===== config.mk =====
export PLATFORM = sky130hd
export DESIGN_NAME = gpc_regs
export DESIGN_NICKNAME = d
export VERILOG_FILES = /design/src/common/gpc_pkg.sv /design/src/logic/gpc_op_gate.sv /design/src/logic/gpc_regs.sv /design/src/logic/gpc_sync.sv
export SDC_FILE = /design/constraint.sdc
export NUM_CORES = 1
export LEC_CHECK = 0
export BUFFER_PORTS_ARGS = -buffer_cell sky130_fd_sc_hd__buf_2
export CORE_MARGIN = 5
export CORE_UTILIZATION = 46
export DETAILED_ROUTE_END_ITERATION = 7
export PLACE_DENSITY = 0.83
export SLEW_MARGIN = 0
export SYNTH_ARGS = -nofsm -noshare
export SYNTH_HDL_FRONTEND = slang
export SYNTH_SLANG_ARGS = --single-unit
export TNS_END_PERCENT = 30

===== constraint.sdc =====
create_clock -name i_mclk -period 6.3 [get_ports i_mclk]
set_clock_uncertainty 0.15 [all_clocks]
set_input_delay 0.63 -clock i_mclk [delete_from_list [all_inputs] [get_ports i_mclk]]
set_output_delay 0.63 -clock i_mclk [all_outputs]
set_load 0.1 [all_outputs]

===== src/common/gpc_pkg.sv =====
// Purpose: Shared constants and types for the graphics port config registers
// Assumes: Byte offsets in configuration space, dword-wide accesses
// Notes:   Capability item base is a fixed local choice
package gpc_pkg;

  // Offsets in configuration space (bytes)
  localparam logic [7:0] STATUS_WORD_OFS = 8'h06;
  localparam logic [7:0] FIRST_ITEM_OFFSET_OFS     = 8'h34;
  localparam logic [7:0] CAP_BASE_OFS    = 8'h40;
  localparam logic [7:0] PORT_STAT_REL   = 8'h04;
  localparam logic [7:0] PORT_CMD_REL    = 8'h08;

  // Field positions
  localparam int CHAIN_PRESENT_BIT = 4;
  localparam int NEW_MODE_BIT      = 3;
  localparam int MAJOR_LSB         = 20;
  localparam int MINOR_LSB         = 16;
  localparam int NEXT_LSB          = 8;
  localparam int DEPTH_LSB         = 24;
  localparam int REQ_SIZE_LSB      = 13;
  localparam int CAL_LSB           = 10;
  localparam int SIDEBAND_BIT      = 9;
  localparam int PORT_EN_BIT       = 8;
  localparam int HIGH_ADDR_BIT     = 5;
  localparam int FAST_WRITE_BIT    = 4;

  // Identity values
  localparam logic [3:0] MAJOR_REV        = 4'h3;
  localparam logic [3:0] MINOR_REV        = 4'h0;
  localparam logic [7:0] CAP_CODE_HOST    = 8'h02;
  // Arbitrary value, stands in for the bridge-function code
  localparam logic [7:0] CAP_CODE_BRIDGE  = 8'hA5;
  localparam logic [7:0] NEXT_ITEM_RESET  = 8'h00;

  // Rate codes in new signaling mode
  localparam logic [2:0] RATE_4X   = 3'h1;
  localparam logic [2:0] RATE_8X   = 3'h2;
  localparam logic [2:0] RATE_BOTH = 3'h3;
  localparam logic [2:0] CAL_OFF   = 3'h7;

  // Command register contents
  typedef struct packed {
    logic [7:0] request_queue_depth;
    logic [2:0] programmed_request_size;
    logic [2:0] programmed_calibration_period;
    logic       sideband_address_enable;
    logic       port_operation_enable;
    logic       high_address_enable;
    logic       fast_write_enable;
    logic [2:0] selected_rate_field;
  } gpc_cmd_t;

  localparam gpc_cmd_t CMD_RESET = '0;

  // Command word layout, reserved bits zero
  function automatic logic [31:0] gpc_cmd_word(input gpc_cmd_t c);
    logic [31:0] w;
    w = 32'h0000_0000;
    w[DEPTH_LSB +: 8]    = c.request_queue_depth;
    w[REQ_SIZE_LSB +: 3] = c.programmed_request_size;
    w[CAL_LSB +: 3]      = c.programmed_calibration_period;
    w[SIDEBAND_BIT]      = c.sideband_address_enable;
    w[PORT_EN_BIT]       = c.port_operation_enable;
    w[HIGH_ADDR_BIT]     = c.high_address_enable;
    w[FAST_WRITE_BIT]    = c.fast_write_enable;
    w[2:0]               = c.selected_rate_field;
    return w;
  endfunction : gpc_cmd_word

  // Byte-lane merge of a write into a dword
  function automatic logic [31:0] gpc_merge(input logic [31:0] old_w,
                                            input logic [31:0] new_w,
                                            input logic [3:0]  be);
    logic [31:0] r;
    r = old_w;
    for (int i = 0; i < 4; i++) begin
      if (be[i]) begin
        r[i*8 +: 8] = new_w[i*8 +: 8];
      end
    end
    return r;
  endfunction : gpc_merge

endpackage : gpc_pkg


===== src/logic/gpc_op_gate.sv =====
// Purpose: Gates port operations on the enable bit
// Assumes: Arrival, completion and side-band strobes are on i_mclk
// Notes:   Work taken while enabled finishes after the enable drops
`timescale 1ns/10ps
module gpc_op_gate (
  // Clock and reset
  input  wire logic i_mclk,
  input  wire logic i_rst,
  // Control
  input  wire logic i_port_en,
  // Operation stream
  input  wire logic i_op_arrive,
  input  wire logic i_op_done,
  output logic      o_op_accept,
  output logic      o_op_pending,
  // Side-band command
  input  wire logic i_sba_start,
  input  wire logic i_sba_end,
  output logic      o_sba_active
);

  logic [8:0] pend_q;
  logic       sba_q;
  logic       take;
  logic       fin;

  assign take        = i_op_arrive & i_port_en;
  assign fin         = i_op_done & (pend_q != 9'h000);
  assign o_op_accept = take;

  // Count rises only while enabled, drains on completions regardless of enable
  always_ff @(posedge i_mclk or posedge i_rst) begin
    if (i_rst) begin
      pend_q <= 9'h000;
    end else if (take && !fin) begin
      pend_q <= pend_q + 9'h001;
    end else if (fin && !take) begin
      pend_q <= pend_q - 9'h001;
    end
  end

  // Started side-band command runs to its end
  always_ff @(posedge i_mclk or posedge i_rst) begin
    if (i_rst) begin
      sba_q <= 1'b0;
    end else if (i_sba_start && i_port_en) begin
      sba_q <= 1'b1;
    end else if (i_sba_end) begin
      sba_q <= 1'b0;
    end
  end

  assign o_op_pending = (pend_q != 9'h000);
  assign o_sba_active = sba_q;

endmodule : gpc_op_gate


===== src/logic/gpc_regs.sv =====
// Purpose: Configuration registers of a point-to-point graphics port
// Assumes: Dword config accesses with byte enables, one clock domain
// Notes:   Role and bridge location fixed by parameters
//
// What this block does
// Every field has a read, write and default class.
// Status word bit 4 reads set, writes ignored: capability list exists.
// Byte at 34h gives offset of the first capability item, read only.
// Identifier bits 31:24 read zero, writes ignored.
// Major revision 23:20 reads 0011, read only.
// Minor revision 19:16 reads 0000, read only.
// Bits 15:8 point to next item, zero for the last one.
// Bits 7:0 hold capability code, 02h in a host bridge.
// Status rate bits advertise 4x, 8x or both in new mode.
// With new mode clear, rate fields take legacy meanings.
// Master queue depth 31:24 read/write; target reads zero.
// Command reserved bits read zero, writes have no effect.
// Master bits 15:13 hold preferred request size code.
// Target bits 12:10 hold calibration period; master reads zero.
// Side-band enable bit 9 read/write, needed in new mode.
// Port enable bit 8 lets operations start or be accepted.
// Software sets enable last, target before master.
// Work already accepted still completes after enable clears.
// Port enable cleared by power-on reset.
// Bit 5 enables addressing above 4 GB.
// Bit 4 enables fast writes.
// Software sets one rate bit, same on both ends.
// Status bit 3 shows new signaling mode, fixed after reset.
`timescale 1ns/10ps
module gpc_regs #(
  parameter bit         IS_MASTER      = 1'b0,
  parameter bit         IN_HOST_BRIDGE = 1'b1,
  parameter logic [2:0] RATE_SUPPORT   = gpc_pkg::RATE_BOTH,
  parameter logic [7:0] NEXT_ITEM      = gpc_pkg::NEXT_ITEM_RESET
) (
  // Clock and reset
  input  wire logic        i_mclk,
  input  wire logic        i_rst,
  // Configuration access
  input  wire logic        i_cfg_rd,
  input  wire logic        i_cfg_wr,
  input  wire logic [7:0]  i_cfg_addr,
  input  wire logic [3:0]  i_cfg_be,
  input  wire logic [31:0] i_cfg_wdata,
  output logic      [31:0] o_cfg_rdata,
  output logic             o_cfg_ack,
  // Mode detect and legacy rate pins
  input  wire logic        i_mode_detect_n,
  input  wire logic [2:0]  i_legacy_rate,
  // Operation stream from port logic
  input  wire logic        i_op_arrive,
  input  wire logic        i_op_done,
  input  wire logic        i_sba_start,
  input  wire logic        i_sba_end,
  output logic             o_op_accept,
  output logic             o_op_pending,
  output logic             o_sba_active,
  // Settings to port logic
  output gpc_pkg::gpc_cmd_t o_cmd,
  output logic             o_new_mode
);

  // Dword indices of the mapped registers
  localparam logic [5:0] DW_STATUS = gpc_pkg::STATUS_WORD_OFS[7:2];
  localparam logic [5:0] DW_CAPABILITY_LIST_POINTER = gpc_pkg::FIRST_ITEM_OFFSET_OFS[7:2];
  localparam logic [5:0] DW_IDENT  = gpc_pkg::CAP_BASE_OFS[7:2];
  localparam logic [7:0] STAT_OFS  = gpc_pkg::CAP_BASE_OFS + gpc_pkg::PORT_STAT_REL;
  localparam logic [7:0] CMD_OFS   = gpc_pkg::CAP_BASE_OFS + gpc_pkg::PORT_CMD_REL;
  localparam logic [5:0] DW_PSTAT  = STAT_OFS[7:2];
  localparam logic [5:0] DW_PCMD   = CMD_OFS[7:2];

  gpc_pkg::gpc_cmd_t cmd_q;
  gpc_pkg::gpc_cmd_t cmd_d;
  logic [31:0]       merged;
  logic [31:0]       rd_word;
  logic [31:0]       rdata_q;
  logic              ack_q;
  logic [5:0]        dw;
  logic [6:0]        pins_sync;
  logic [1:0]        settle_q;
  logic              mode_q;
  logic              mode_done_q;
  logic [2:0]        rate_adv;
  logic [7:0]        cap_code;

  assign dw = i_cfg_addr[7:2];

  // Pins pass two flops before use
  gpc_sync #(
    .WIDTH (7)
  ) u_sync (
    .i_mclk  (i_mclk),
    .i_rst   (i_rst),
    .i_async ({i_legacy_rate, RATE_SUPPORT, i_mode_detect_n}),
    .o_sync  (pins_sync)
  );

  // Mode caught once after reset release, then frozen
  always_ff @(posedge i_mclk or posedge i_rst) begin
    if (i_rst) begin
      settle_q    <= 2'h0;
      mode_q      <= 1'b0;
      mode_done_q <= 1'b0;
    end else if (!mode_done_q) begin
      settle_q <= settle_q + 2'h1;
      if (settle_q == 2'h2) begin
        mode_q      <= ~pins_sync[0];
        mode_done_q <= 1'b1;
      end
    end
  end

  // Advertised rate depends on the mode bit
  assign rate_adv = mode_q ? pins_sync[3:1] : pins_sync[6:4];

  assign cap_code = IN_HOST_BRIDGE ? gpc_pkg::CAP_CODE_HOST
                                   : gpc_pkg::CAP_CODE_BRIDGE;

  assign merged = gpc_pkg::gpc_merge(gpc_pkg::gpc_cmd_word(cmd_q),
                                     i_cfg_wdata, i_cfg_be);

  // Next command value, role masks applied
  always_comb begin
    cmd_d = cmd_q;
    if (i_cfg_wr && dw == DW_PCMD) begin
      cmd_d.request_queue_depth =
        IS_MASTER ? merged[gpc_pkg::DEPTH_LSB +: 8] : 8'h00;
      cmd_d.programmed_request_size =
        IS_MASTER ? merged[gpc_pkg::REQ_SIZE_LSB +: 3] : 3'h0;
      cmd_d.programmed_calibration_period =
        IS_MASTER ? 3'h0 : merged[gpc_pkg::CAL_LSB +: 3];
      cmd_d.sideband_address_enable = merged[gpc_pkg::SIDEBAND_BIT];
      cmd_d.port_operation_enable   = merged[gpc_pkg::PORT_EN_BIT];
      cmd_d.high_address_enable     = merged[gpc_pkg::HIGH_ADDR_BIT];
      cmd_d.fast_write_enable       = merged[gpc_pkg::FAST_WRITE_BIT];
      cmd_d.selected_rate_field     = merged[2:0];
    end
  end

  // Command register; reserved bits never stored
  always_ff @(posedge i_mclk or posedge i_rst) begin
    if (i_rst) begin
      cmd_q <= gpc_pkg::CMD_RESET;
    end else begin
      cmd_q <= cmd_d;
    end
  end

  // Read mux; unmapped dwords read zero
  always_comb begin
    rd_word = 32'h0000_0000;
    unique case (dw)
      DW_STATUS: begin
        rd_word[16 + gpc_pkg::CHAIN_PRESENT_BIT] = 1'b1;
      end
      DW_CAPABILITY_LIST_POINTER: begin
        rd_word[7:0] = gpc_pkg::CAP_BASE_OFS;
      end
      DW_IDENT: begin
        rd_word[31:24] = 8'h00;
        rd_word[gpc_pkg::MAJOR_LSB +: 4] = gpc_pkg::MAJOR_REV;
        rd_word[gpc_pkg::MINOR_LSB +: 4] = gpc_pkg::MINOR_REV;
        rd_word[gpc_pkg::NEXT_LSB +: 8]  = NEXT_ITEM;
        rd_word[7:0] = cap_code;
      end
      DW_PSTAT: begin
        rd_word[gpc_pkg::NEW_MODE_BIT] = mode_q;
        rd_word[2:0] = rate_adv;
      end
      DW_PCMD: begin
        rd_word = gpc_pkg::gpc_cmd_word(cmd_q);
      end
      default: begin
        rd_word = 32'h0000_0000;
      end
    endcase
  end

  // Answer one cycle after the request
  always_ff @(posedge i_mclk or posedge i_rst) begin
    if (i_rst) begin
      rdata_q <= 32'h0000_0000;
      ack_q   <= 1'b0;
    end else begin
      ack_q <= i_cfg_rd | i_cfg_wr;
      if (i_cfg_rd) begin
        rdata_q <= rd_word;
      end
    end
  end

  assign o_cfg_rdata = rdata_q;
  assign o_cfg_ack   = ack_q;

  // Side-band is mandatory in new mode even if software forgets
  always_comb begin
    o_cmd = cmd_q;
    o_cmd.sideband_address_enable = cmd_q.sideband_address_enable | mode_q;
  end

  assign o_new_mode = mode_q;

  // Enable gating of operations
  gpc_op_gate u_gate (
    .i_mclk       (i_mclk),
    .i_rst        (i_rst),
    .i_port_en    (cmd_q.port_operation_enable),
    .i_op_arrive  (i_op_arrive),
    .i_op_done    (i_op_done),
    .o_op_accept  (o_op_accept),
    .o_op_pending (o_op_pending),
    .i_sba_start  (i_sba_start),
    .i_sba_end    (i_sba_end),
    .o_sba_active (o_sba_active)
  );

endmodule : gpc_regs


===== src/logic/gpc_sync.sv =====
// Purpose: Two-stage synchroniser for static pin levels
// Assumes: Inputs change rarely, bits need no mutual coherence
// Notes:   First stage feeds only the second
`timescale 1ns/10ps
module gpc_sync #(
  parameter int WIDTH = 7
) (
  // Clock and reset
  input  wire logic             i_mclk,
  input  wire logic             i_rst,
  // Levels
  input  wire logic [WIDTH-1:0] i_async,
  output logic      [WIDTH-1:0] o_sync
);

  logic [WIDTH-1:0] meta_q;
  logic [WIDTH-1:0] sync_q;

  always_ff @(posedge i_mclk or posedge i_rst) begin
    if (i_rst) begin
      meta_q <= '0;
      sync_q <= '0;
    end else begin
      meta_q <= i_async;
      sync_q <= meta_q;
    end
  end

  assign o_sync = sync_q;

endmodule : gpc_sync


==> impl_results.md, run 1 <==
- Result of the run: complete, no violations
- Area share of the largest cell type after synthesis: 0.466
- Cell Rows: 27
- Number of antenna violations at the first check in global routing: 0
- Largest net degree at the start of global routing: 50
- Total GRT Usage: 0.133
- Number of design rule violations left after detail routing: 0
- Vias per std cell: 4.80
- Worst R2R Setup Slack: 3.25 ns
- PnR worst setup slack: 3.25 ns
- Number of global-route vias before repair: 1789
- Fraction of registers with async set/reset: 1.00
- Classification of the worst-slack hold path: flop to flop
- Post-placement setup slack: 3.25 ns
- Clk slew on worst S/H paths: approximately 0.080 ns
- Number of antenna repair diodes: 0
- Critical path capture point type: flop
- Congestion Overflow GR: 0
- Cell type with the highest aggregate area in the netlist: sky130_fd_sc_hd__dfrtp_1
- Post-CTS setup buffer count: 0
- Number of warning messages in the yosys log: 0
- Clock sink count: 49
- Final critical path time including I/O delays and setup: 3.05 ns
- Total wire length after detailed routing: 4.69 mm
- WS Path Type: flop to flop
- Final non-filler cell area: 2890 µm²
- Top cells by area, synth: sky130_fd_sc_hd__dfrtp_1 (47%), sky130_fd_sc_hd__buf_4 (11%), sky130_fd_sc_hd__ha_1 (4.3%)
- Slew margin rel.: 0.352
- Post-synthesis cell type count: 49
- Core area: 5540 µm²
- Die area: 7340 µm²
- Initial Util: 0.475
- Achievable Freq: 327 MHz
- Share of cells above drive strength 1: 0.268
- Number of cells after detailed placement: roughly 370
- Required time at the endpoint of the critical path: roughly 6.3 ns
- CP Launch Type: flop
- Fraction of met3 tracks used by global routing: 0.0413
- Routing usage on met1: 0.162
- First-pass GRT wire length: ~8 mm
- First drt pass iteration count: 4
- Number of max-cap violations: 0
- Highest-utilization routing layer at the global route stage: met2
- Synth-to-layout area growth: 9.84%
- Setup repair after global routing missed its margin: false
- Largest fanout on the critical path: 8
- Number of nets with antenna violations after detailed routing: 0
- Post-layout utilization of the core: 0.522
- Nets: approximately 370
- Number of cell instances on the worst register-to-register path: 11
- CP Data Arrival Time: 3.10 ns
- Number of max-slew violations in the final report: 0
- Primary FF master, synth: sky130_fd_sc_hd__dfrtp_1
- Filler-free cell count of the finished design: 374
- Fin crit share: 0.485
- Placement-stage cell area: 2810 µm²
- Die outline width: 85.7 µm
- Yosys reg bits: 49
- Die Y-Extent: 85.7 µm
- Count of flip-flops with a built-in enable after synthesis: 0
- Final TNS setup: 0 ns
- Num CTS Buffers: 5
- Routability cong.: 0.843
- Final Hold Violating Endpoints: 0
- Cts repair resizes: 0
- Port Buffer Count: 58
- Largest buffer count on any clock path: 2
- Slew at the pin closest to its max-slew limit: approximately 0.97 ns
- Overall power of the completed layout: just over 1 mW
- TritonCTS clock tree: done
- HPWL reported at the end of detailed placement: 3.67 mm
- CTS Root Buffer Type: sky130_fd_sc_hd__clkbuf_8
- Static leakage power: ~1.5 nW
- Sequential-to-total area share from yosys stat: 0.466
- Power density over the cells: 357 nW/µm²
- Met2 capacity usage during global routing: 0.229
- Mean area per synthesized cell: approximately 10 µm²
- Number of inserted filler cells in the final layout: 505
- Cell count of the worst hold path: 0
- Final setup fails: 0
- Worst skew pair latency: roughly 0.30 ns
- Post-detailed-route wirelength per cell: between 10 and 15 µm
- Worst hold-check slack: 0.205 ns
- H-tree lvl count: 2
- Syn Std Cell Area: 2630 µm²
- Initial detailed-routing violation count: 83
- Worst vdd rail ir drop: 127 µV
- Synthesized netlist cell count: 252
- CTS Hold Bufs: 0
- I/O pin cnt: 114
- Total vias in the final route: 1797
==> power breakdown <==
group          internal [mW]  leakage, nW  total, mW  switching [mW]
registers              0.354        0.619      0.389          0.0343
clock network         0.0792       0.0456      0.178          0.0986
logic                  0.155        0.806      0.465           0.310
==> cells in the mapped netlist, drive strengths merged (2+ instances only) <==
master	number
conb	2
xnor2	4
nand4	3
or2	4
xor2	4
nand3	4
mux2	13
ha	9
nand2	21
o21ai	19
or3	2
dfrtp	49
clkbuf	4
a21oi	7
inv	22
nor2b	3
and3	2
nor2	3
o21a	4
o211ai	5
nor3	8
buf	40
nand2b	3
o31a	2
and2	2
mux2i	3
==> cells in the final DEF, fill, tap and decap left out, types with 4 or more instances in the layout <==
cell type                  count
sky130_fd_sc_hd__a21oi_1       7
sky130_fd_sc_hd__buf_2        58
sky130_fd_sc_hd__clkbuf_8      5
sky130_fd_sc_hd__conb_1       30
sky130_fd_sc_hd__dfrtp_1      49
sky130_fd_sc_hd__ha_1          9
sky130_fd_sc_hd__inv_1        21
sky130_fd_sc_hd__mux2_1       10
sky130_fd_sc_hd__nand2_1      21
sky130_fd_sc_hd__nand3_1       4
sky130_fd_sc_hd__nor3_1        7
sky130_fd_sc_hd__o211ai_1      4
sky130_fd_sc_hd__o21ai_1      18
sky130_fd_sc_hd__xnor2_1       4
sky130_fd_sc_hd__xor2_1        4
==> worst max-delay path, cell delays in order, from the launching register on <==
cell	delay [ns]
sky130_fd_sc_hd__dfrtp_1	0.42
sky130_fd_sc_hd__nor4_1	0.27
sky130_fd_sc_hd__nand3_1	0.14
sky130_fd_sc_hd__nand2_1	0.09
sky130_fd_sc_hd__ha_1	0.27
sky130_fd_sc_hd__inv_1	0.21
sky130_fd_sc_hd__ha_1	0.39
sky130_fd_sc_hd__nor2b_4	0.16
sky130_fd_sc_hd__o31a_4	0.30
sky130_fd_sc_hd__o211ai_2	0.19
sky130_fd_sc_hd__a21oi_1	0.10
sky130_fd_sc_hd__o41ai_2	0.27
==> routing by layer <==
| metal | share of wire | vias to the layer above |
|---|---|---|
| met5 | 0 | - |
| met4 | 0.0077 | 0 |
| met3 | 0.078 | 5 |
| met2 | 0.50 | 52 |
| met1 | 0.42 | 861 |
| li1 | - | 879 |
==> flip-flops by register name (all words and copies together), names as in the netlist <==
signal and flops:
o_cmd 9, cmd_q 1, u_gate.o_sba_active 1, o_cfg_rdata 14
o_new_mode 1, u_sync.meta_q 5, mode_done_q 1, settle_q 2
o_cfg_ack 1, u_sync.o_sync 5, u_gate.pend_q 9
==> kinds of logic after synthesis <==
group,after synthesis,share of synthesized area
XOR/XNOR,8,0.0266
flip-flops,49,0.466
adder cells (fa/ha/maj),10,0.0504
multiplexers,16,0.0670
buffers and inverters,66,0.150
AND/OR/NAND/NOR,57,0.125
other,2,0.00285
AO/OA/AOI/OAI,44,0.112
==> final timing paths <==
path / from / to
max in group asynchronous: i_rst / o_cfg_rdata[8]
worst min register to register: u_sync.meta_q[5] / u_sync.o_sync[5]
worst min-delay path: u_sync.meta_q[5] / u_sync.o_sync[5]
worst max register to register: u_gate.pend_q[8] / u_gate.pend_q[8]
worst max-delay path: u_gate.pend_q[8] / u_gate.pend_q[8]
min in group asynchronous: i_rst / o_cfg_rdata[3]
==> area by class of cell <==
class	count	area, µm²	area share
inverter	22	82.6	0.0286
clock inverter	2	13.8	0.00476
clock buffer	6	72.6	0.0251
tap	72	90.1	0.0312
sequential	49	1230	0.424
timing repair buffer	58	290	0.100
multi-input combinational	165	1120	0.386
No activity file was read; power rests on OpenSTA's default activity.
==> inputs of run 2 (changes only) <==
Clock period 6.3 ns to 2.9 ns, I/O delays scaled along.
==> run 2 against run 1 <==
Against the previous run:
- non-clock buffer count grew 5
- register-to-register slack lost 3.0 ns
- critical path depth stayed put
- sequential power increased by 120%
- utilization increased by 2.6 points
- highest routed layer unchanged
- worst setup slack worse by 3.0 ns
- via count down 0.11%
- routed wire length grew 0.23%
- final cell count up 1.3%
- worst hold slack got worse by 0.19 ns
- global-route usage down 0.077 points
- sequential cell count did not move
==> impl_results.md, run 2 (synthesized netlist as in run 1, its figures left out) <==
- Result of the run: complete, no violations
- Largest buffer count on any clock path: 2
- Reg-to-Reg End: u_gate.pend_q[8]
- Number of antenna repair diodes: 0
- Port Buffer Count: a little under 60
- WS Path Type: flop to flop
- Most frequent standard cell in the layout excluding fill and tap cells: sky130_fd_sc_hd__buf_2
- Final non-filler cell area: around 3000 µm²
- TritonCTS clock tree: done
- Required time at the endpoint of the critical path: 2.96 ns
- Total net switching power: between 1 and 1.5 mW
- Combinational cell fraction of total power: 0.464
- Synth-to-layout area growth: 15.4%
- Switching part of the total: 0.428
- Achievable Freq: 375 MHz
- Number of antenna violations at the first check in global routing: 0
- Worst R2R Setup Slack: 0.23 ns
- Routing usage on met1: 0.157
- Final setup fails: 0
- Classification of the worst-slack hold path: input port to flop
- Final critical path time including I/O delays and setup: 2.67 ns
- Number of nets with antenna violations after detailed routing: 0
- Number of inserted filler cells in the final layout: 478
- Total vias in the final route: 1795
- Cell Rows: 27
- Fin crit share: 0.920
- H-tree lvl count: 2
- Congestion Overflow GR: 0
- CP Data Arrival Time: 2.72 ns
- Static leakage power: 1.50 nW
- Slew margin rel.: 0.351
- Clock sink count: 49
- I/O pin cnt: approximately 110
- End point of the most critical hold path: u_gate.o_sba_active
- Final Hold Violating Endpoints: 0
- Number of global-route vias before repair: around 1700
- Worst skew pair latency: 0.30 ns
- Number of cell instances on the worst register-to-register path: 11
- CTS Root Buffer Type: sky130_fd_sc_hd__clkbuf_8
- Die outline width: ~86 µm
- HPWL reported at the end of detailed placement: 3.70 mm
- Met2 capacity usage during global routing: 0.222
- Post-detailed-route wirelength per cell: 12.4 µm
- Routability cong.: 0.828
- Reg power frac: 0.369
- Num CTS Buffers: 5
- First-pass GRT wire length: 7.71 mm
- Number of max-cap violations: 0
- Final TNS setup: 0 ns
- Total wire length after detailed routing: 4.70 mm
- Setup repair after global routing missed its margin: false
- Die Y-Extent: around 86 µm
- Nets: 372
- Core area: 5540 µm²
- Placement-stage cell area: 2890 µm²
- Cell internal pwr: 1.35 mW
- Power density over the cells: a little under 800 nW/µm²
- Slew at the pin closest to its max-slew limit: 0.972 ns
- Initial detailed-routing violation count: 71
- Largest net degree at the start of global routing: 50
- CP Launch Type: flop
- Total GRT Usage: 0.132
- Number of max-slew violations in the final report: 0
- Fraction of met3 tracks used by global routing: 0.0394
- Clk slew on worst S/H paths: 0.09 ns
- Die area: 7340 µm²
- Cell count of the worst hold path: 2
- First drt pass iteration count: 4
- Number of design rule violations left after detail routing: 0
- Startpoint of the worst hold path: i_sba_end
- Vias per std cell: 4.74
- Clock share of power: 0.167
- Highest-utilization routing layer at the global route stage: met2
- Worst vdd rail ir drop: about 340 µV
- Critical path capture point type: flop
- Most frequent cells in the layout: sky130_fd_sc_hd__buf_2 (58), sky130_fd_sc_hd__dfrtp_1 (47), sky130_fd_sc_hd__conb_1 (30), sky130_fd_sc_hd__inv_1 (20), sky130_fd_sc_hd__nand2_1 (20)
- Share of cells above drive strength 1: 0.313
- Initial Util: 0.475
- RR Startpoint: u_gate.pend_q[6]
- Largest fanout on the critical path: 8
- Worst hold-check slack: around 0.011 ns
- Largest register FFs: 14
-- run 2: changes by cell type in the layout (fill, tap and decap cells not counted), moves of 2 or more --
cell	delta
sky130_fd_sc_hd__ha_4	+4
sky130_fd_sc_hd__dfrtp_1	-2
sky130_fd_sc_hd__dfrtp_2	+2
sky130_fd_sc_hd__ha_1	-5
sky130_fd_sc_hd__dlygate4sd3_1	+4
-- run 2: worst max-delay path, stage by stage (launching register included) --
cell                       delay (ns)
sky130_fd_sc_hd__dfrtp_1         0.43
sky130_fd_sc_hd__nor4_4          0.33
sky130_fd_sc_hd__nand3_4         0.10
sky130_fd_sc_hd__nand2_2         0.09
sky130_fd_sc_hd__ha_4            0.18
sky130_fd_sc_hd__inv_4           0.09
sky130_fd_sc_hd__ha_4            0.23
sky130_fd_sc_hd__nor2b_4         0.13
sky130_fd_sc_hd__o31a_4          0.30
sky130_fd_sc_hd__o211ai_2        0.18
sky130_fd_sc_hd__a21oi_1         0.10
sky130_fd_sc_hd__o41ai_2         0.26
-- run 2: stage by stage --
| step | std cells | setup WS (ns) | utilization | total power, mW |
|---|---|---|---|---|
| floorplan | 280 | 0.00689 | - | 1.83 |
| CTS | 378 | 0.143 | 0.544 | 2.37 |
| detailed placement | 366 | 0.162 | 0.521 | 1.95 |
| finish | 379 | 0.232 | 0.548 | 2.36 |
| global placement | 366 | 0.150 | 0.521 | 1.93 |
| global route | 379 | 0.0378 | 0.548 | 2.52 |
-- run 2: cell type report --
type | instances | area (µm²) | area share
Clock inverter | 3 | 21.3 | 0.00700
Tap cell | 72 | 90.1 | 0.0297
Inverter | 22 | 85.1 | 0.0280
Multi-Input combinational cell | 165 | 1200 | 0.397
Sequential cell | 49 | 1230 | 0.405
Timing Repair Buffer | 63 | 338 | 0.111
Clock buffer | 5 | 68.8 | 0.0227
-- run 2: power groups by stage --
stage,combinational (mW),sequential [mW],clock [mW]
finish,1.10,0.872,0.394
global route,1.20,0.883,0.438
CTS,1.08,0.868,0.415
detailed placement,1.08,0.879,0
global placement,1.05,0.876,0
floorplan,0.944,0.890,0
-- run 2: layer usage --
| metal | vias up | routed length [µm] |
|---|---|---|
| met5 | - | 0 |
| li1 | 886 | - |
| met3 | 7 | 361 |
| met2 | 52 | 2300 |
| met1 | 850 | 1960 |
| met4 | 0 | 77 |
-- run 2: worst max path at each step --
| stage | start | end | slack (ns) | cells past startpoint |
|---|---|---|---|---|
| 2_1_floorplan | u_gate.pend_q[1] | u_gate.pend_q[8] | 0.007 | 11 |
| 3_3_place_gp | u_gate.pend_q[3] | u_gate.pend_q[8] | 0.15 | 10 |
| 3_5_place_dp | u_gate.pend_q[3] | u_gate.pend_q[8] | 0.16 | 10 |
| 4_1_cts | u_gate.pend_q[3] | u_gate.pend_q[8] | 0.14 | 11 |
| 5_1_grt | u_gate.pend_q[8] | u_gate.pend_q[8] | 0.04 | 11 |
| 6_report | u_gate.pend_q[6] | u_gate.pend_q[8] | 0.23 | 11 |
-- run 2: timing repair --
action	4_1_cts	5_1_grt
gates resized for setup	0	5
setup endpoints to repair	0	2
setup buffers	0	1
hold buffers	4	0
hold endpoints to repair	4	0
==> inputs of run 3 (changes only) <==
Settings changed: PLACE_DENSITY 0.83 to 0.82, SYNTH_HIERARCHICAL set to 1.
==> run 3 against run 2 <==
Against the previous run:
- highest routed layer unchanged
- power increased by 2.1%
- final cell count increased by 6.3%
- register-to-register slack got worse by 0.24 ns
- sequential cell count increased by 4
- the run now ends with setup timing left
- utilization increased by 0.052 points
- combinational power about the same
- worst setup slack got worse by 0.24 ns
==> impl_results.md, run 3 <==
- Number of warning messages in the yosys log: 6
- Required time at the endpoint of the critical path: 2.97 ns
- CP cell instances: nor4_4, nand3_4, nand2_4, ha_4, clkinvlp_4, ha_4, nor2b_4, o31a_1, o21a_1, a211o_1, o211ai_1
- Primary FF master, synth: sky130_fd_sc_hd__dfrtp_1
- Final non-filler cell area: 3190 µm²
- Cell type with the highest aggregate area in the netlist: sky130_fd_sc_hd__dfrtp_1
- Filler-free cell count of the finished design: a little over 400
- Xor-xnor portion of the synthesized cell area: 0.0259
- Reg power frac: 0.381
- Fraction of registers with async set/reset: 1.00
- WS Path Type: flop to flop
- Clock share of power: 0.168
- Number of inserted filler cells in the final layout: 513
- Largest buffer count on any clock path: 2
- Cell repeated most along the worst path: sky130_fd_sc_hd__ha_4
- Syn Std Cell Area: 2710 µm²
- Share of cells above drive strength 1: 0.326
- CP Launch Type: flop
- Category of cells accounting for the largest share of critical-path delay: compound AO/OA/AOI/OAI gates
- Number of antenna violations at the first check in global routing: 0
- Cell Rows: 28
- Initial detailed-routing violation count: 94
- Power density over the cells: approximately 760 nW/µm²
- Largest fanout on the critical path: 8
- Slowest cell on crit path: sky130_fd_sc_hd__dfrtp_1
- Number of cells after detailed placement: 383
- Classification of the worst-slack hold path: input port to flop
- Yosys reg bits: 53
- Synth Area in Adders: 0.0490
- Total GRT Usage: 0.136
- Core area: 5820 µm²
- Sequential-to-total area share from yosys stat: 0.490
- Largest family of logic cells by synthesized area: buffers and inverters
- Congestion Overflow GR: 0
- Post-placement setup slack: 0.0508 ns
- Die outline width: between 80 and 90 µm
- Total wire length after detailed routing: 5.11 mm
- Cell internal pwr: approximately 1.4 mW
- I/O pin cnt: 114
- Fin crit share: 1.00
- Num CTS Buffers: 5
- Static leakage power: ~1.6 nW
- Area share of the largest cell type after synthesis: 0.490
- Total net switching power: 1.03 mW
- Die Y-Extent: 86.7 µm
- Number of nets with antenna violations after detailed routing: 0
- Final setup fails: 1
- Clock sink count: 53
- Mean area per synthesized cell: ~10 µm²
- Number of antenna repair diodes: 0
- Result of the run: complete, but fails checks
- Combinational cell fraction of total power: 0.450
- Number of global-route vias before repair: ~1800
- Nets: 393
- Largest net degree at the start of global routing: 30
- Top cells by instance count after synthesis: sky130_fd_sc_hd__dfrtp_1 (53), sky130_fd_sc_hd__buf_4 (38), sky130_fd_sc_hd__nand2_1 (27)
- Worst vdd rail ir drop: 321 µV
- Switching part of the total: 0.425
- Clk slew on worst S/H paths: 0.09 ns
- PnR worst setup slack: -0.00515 ns
- Final Hold Violating Endpoints: 0
- Dominant cell by count in the synthesized netlist: sky130_fd_sc_hd__dfrtp_1
- Overall power of the completed layout: 2.41 mW
- CTS Root Buffer Type: sky130_fd_sc_hd__clkbuf_8
- Slowest stage delay, CP: 0.44 ns
- Synthesized netlist cell count: approximately 260
- Post-layout utilization of the core: 0.549
- TritonCTS clock tree: done
- Critical path capture point type: flop
- Multiplexer share of the synthesized area: 0.0573
- Most frequent cells in the layout: sky130_fd_sc_hd__buf_2 (58), sky130_fd_sc_hd__dfrtp_1 (52), sky130_fd_sc_hd__conb_1 (32), sky130_fd_sc_hd__nand2_1 (26), sky130_fd_sc_hd__inv_1 (24)
- Post-synthesis cell type count: between 40 and 50
- Complex-gate fraction of the synthesized area: 0.113
- Final TNS setup: -0.00515 ns
- Count of buffer and inverter cells on the critical path: 1
- H-tree lvl count: 2
- Largest register FFs: 14
- Initial Util: 0.466
- Violations in the final reports: setup timing
- Number of max-cap violations: 0
- Number of design rule violations left after detail routing: 0
- Die area: 7520 µm²
- Final critical path time including I/O delays and setup: 2.91 ns
- Placement-stage cell area: approximately 3000 µm²
- Post-detailed-route wirelength per cell: 12.7 µm
- CP Data Arrival Time: 2.98 ns
- Vias per std cell: 4.74
- Number of max-slew violations in the final report: 0
- Worst hold-check slack: 0.0267 ns
- First drt pass iteration count: 4
- Simple-Gate Fraction of Synth Area: 0.114
- Most frequent standard cell in the layout excluding fill and tap cells: sky130_fd_sc_hd__buf_2
- Top cells by area, synth: sky130_fd_sc_hd__dfrtp_1 (49%), sky130_fd_sc_hd__buf_4 (11%), sky130_fd_sc_hd__mux2_2 (5.0%)
- HPWL reported at the end of detailed placement: 3.80 mm
- Total vias in the final route: approximately 1900
- Achievable Freq: 344 MHz
- Worst skew pair latency: 0.30 ns
- Setup repair after global routing missed its margin: true
- Port Buffer Count: 58
- Count of flip-flops with a built-in enable after synthesis: 0
- Synth-to-layout area growth: 17.8%
- Routability cong.: 0.784
- First-pass GRT wire length: between 8 and 9 mm
## run 3: layer usage
layer  share of wire  vias to the layer above  global-route usage
li1                -                      941                   -
met1            0.39                      903               0.156
met2            0.52                       59               0.241
met3           0.071                        8              0.0333
met4           0.019                        0              0.0581
met5               0                        -                   0
## run 3: timing repair
item                                    4_1_cts  5_1_grt
hold buffers                                  5        0
gates resized for setup                       0        6
hold endpoints to repair                     57        0
endpoints found under the setup margin        0        4
buffers inserted                              0        7
## run 3: cells by family after synthesis
family                     Yosys count
buffers and inverters               69
and+or+nand+nor                     58
DFF                                 53
AOI/OAI and AO/OA                   47
muxes                               14
adders and majority gates           10
xor gates and xnor gates             8
other                                2
## run 3: final cells by class
| class | instances | area, µm² | area share |
|---|---|---|---|
| sequential | 53 | 1330 | 0.416 |
| multi-input combinational | 169 | 1170 | 0.366 |
| timing repair buffer | 73 | 415 | 0.130 |
| inverter | 25 | 97.6 | 0.0306 |
| tap | 75 | 93.8 | 0.0294 |
| clock buffer | 6 | 72.6 | 0.0227 |
| clock inverter | 2 | 15.0 | 0.00471 |
## run 3: path summary, 6_finish.rpt
| kind | startpoint | cells after the start | end | slack (ns) |
|---|---|---|---|---|
| worst max-delay path | u_gate/pend_q[5] | 11 | u_gate/pend_q[8] | -0.005 |
| worst min-delay path | i_sba_end | 2 | u_gate/o_sba_active | 0.03 |
| worst max register to register | u_gate/pend_q[5] | 11 | u_gate/pend_q[8] | -0.005 |
| worst min register to register | u_sync/meta_q[1] | 0 | u_sync/o_sync[1] | 0.20 |
| max in group asynchronous | i_rst | 3 | u_sync/o_sync[2] | 1.85 |
| min in group asynchronous | i_rst | 3 | u_gate/pend_q[1] | 0.39 |
## run 3: power groups by stage
stage | clock network, mW | logic, mW | registers (mW)
finish | 0.406 | 1.09 | 0.921
global route | 0.452 | 1.19 | 0.933
CTS | 0.421 | 1.04 | 0.924
detailed placement | 0 | 1.03 | 0.937
global placement | 0 | 1.00 | 0.935
floorplan | 0 | 0.881 | 0.947
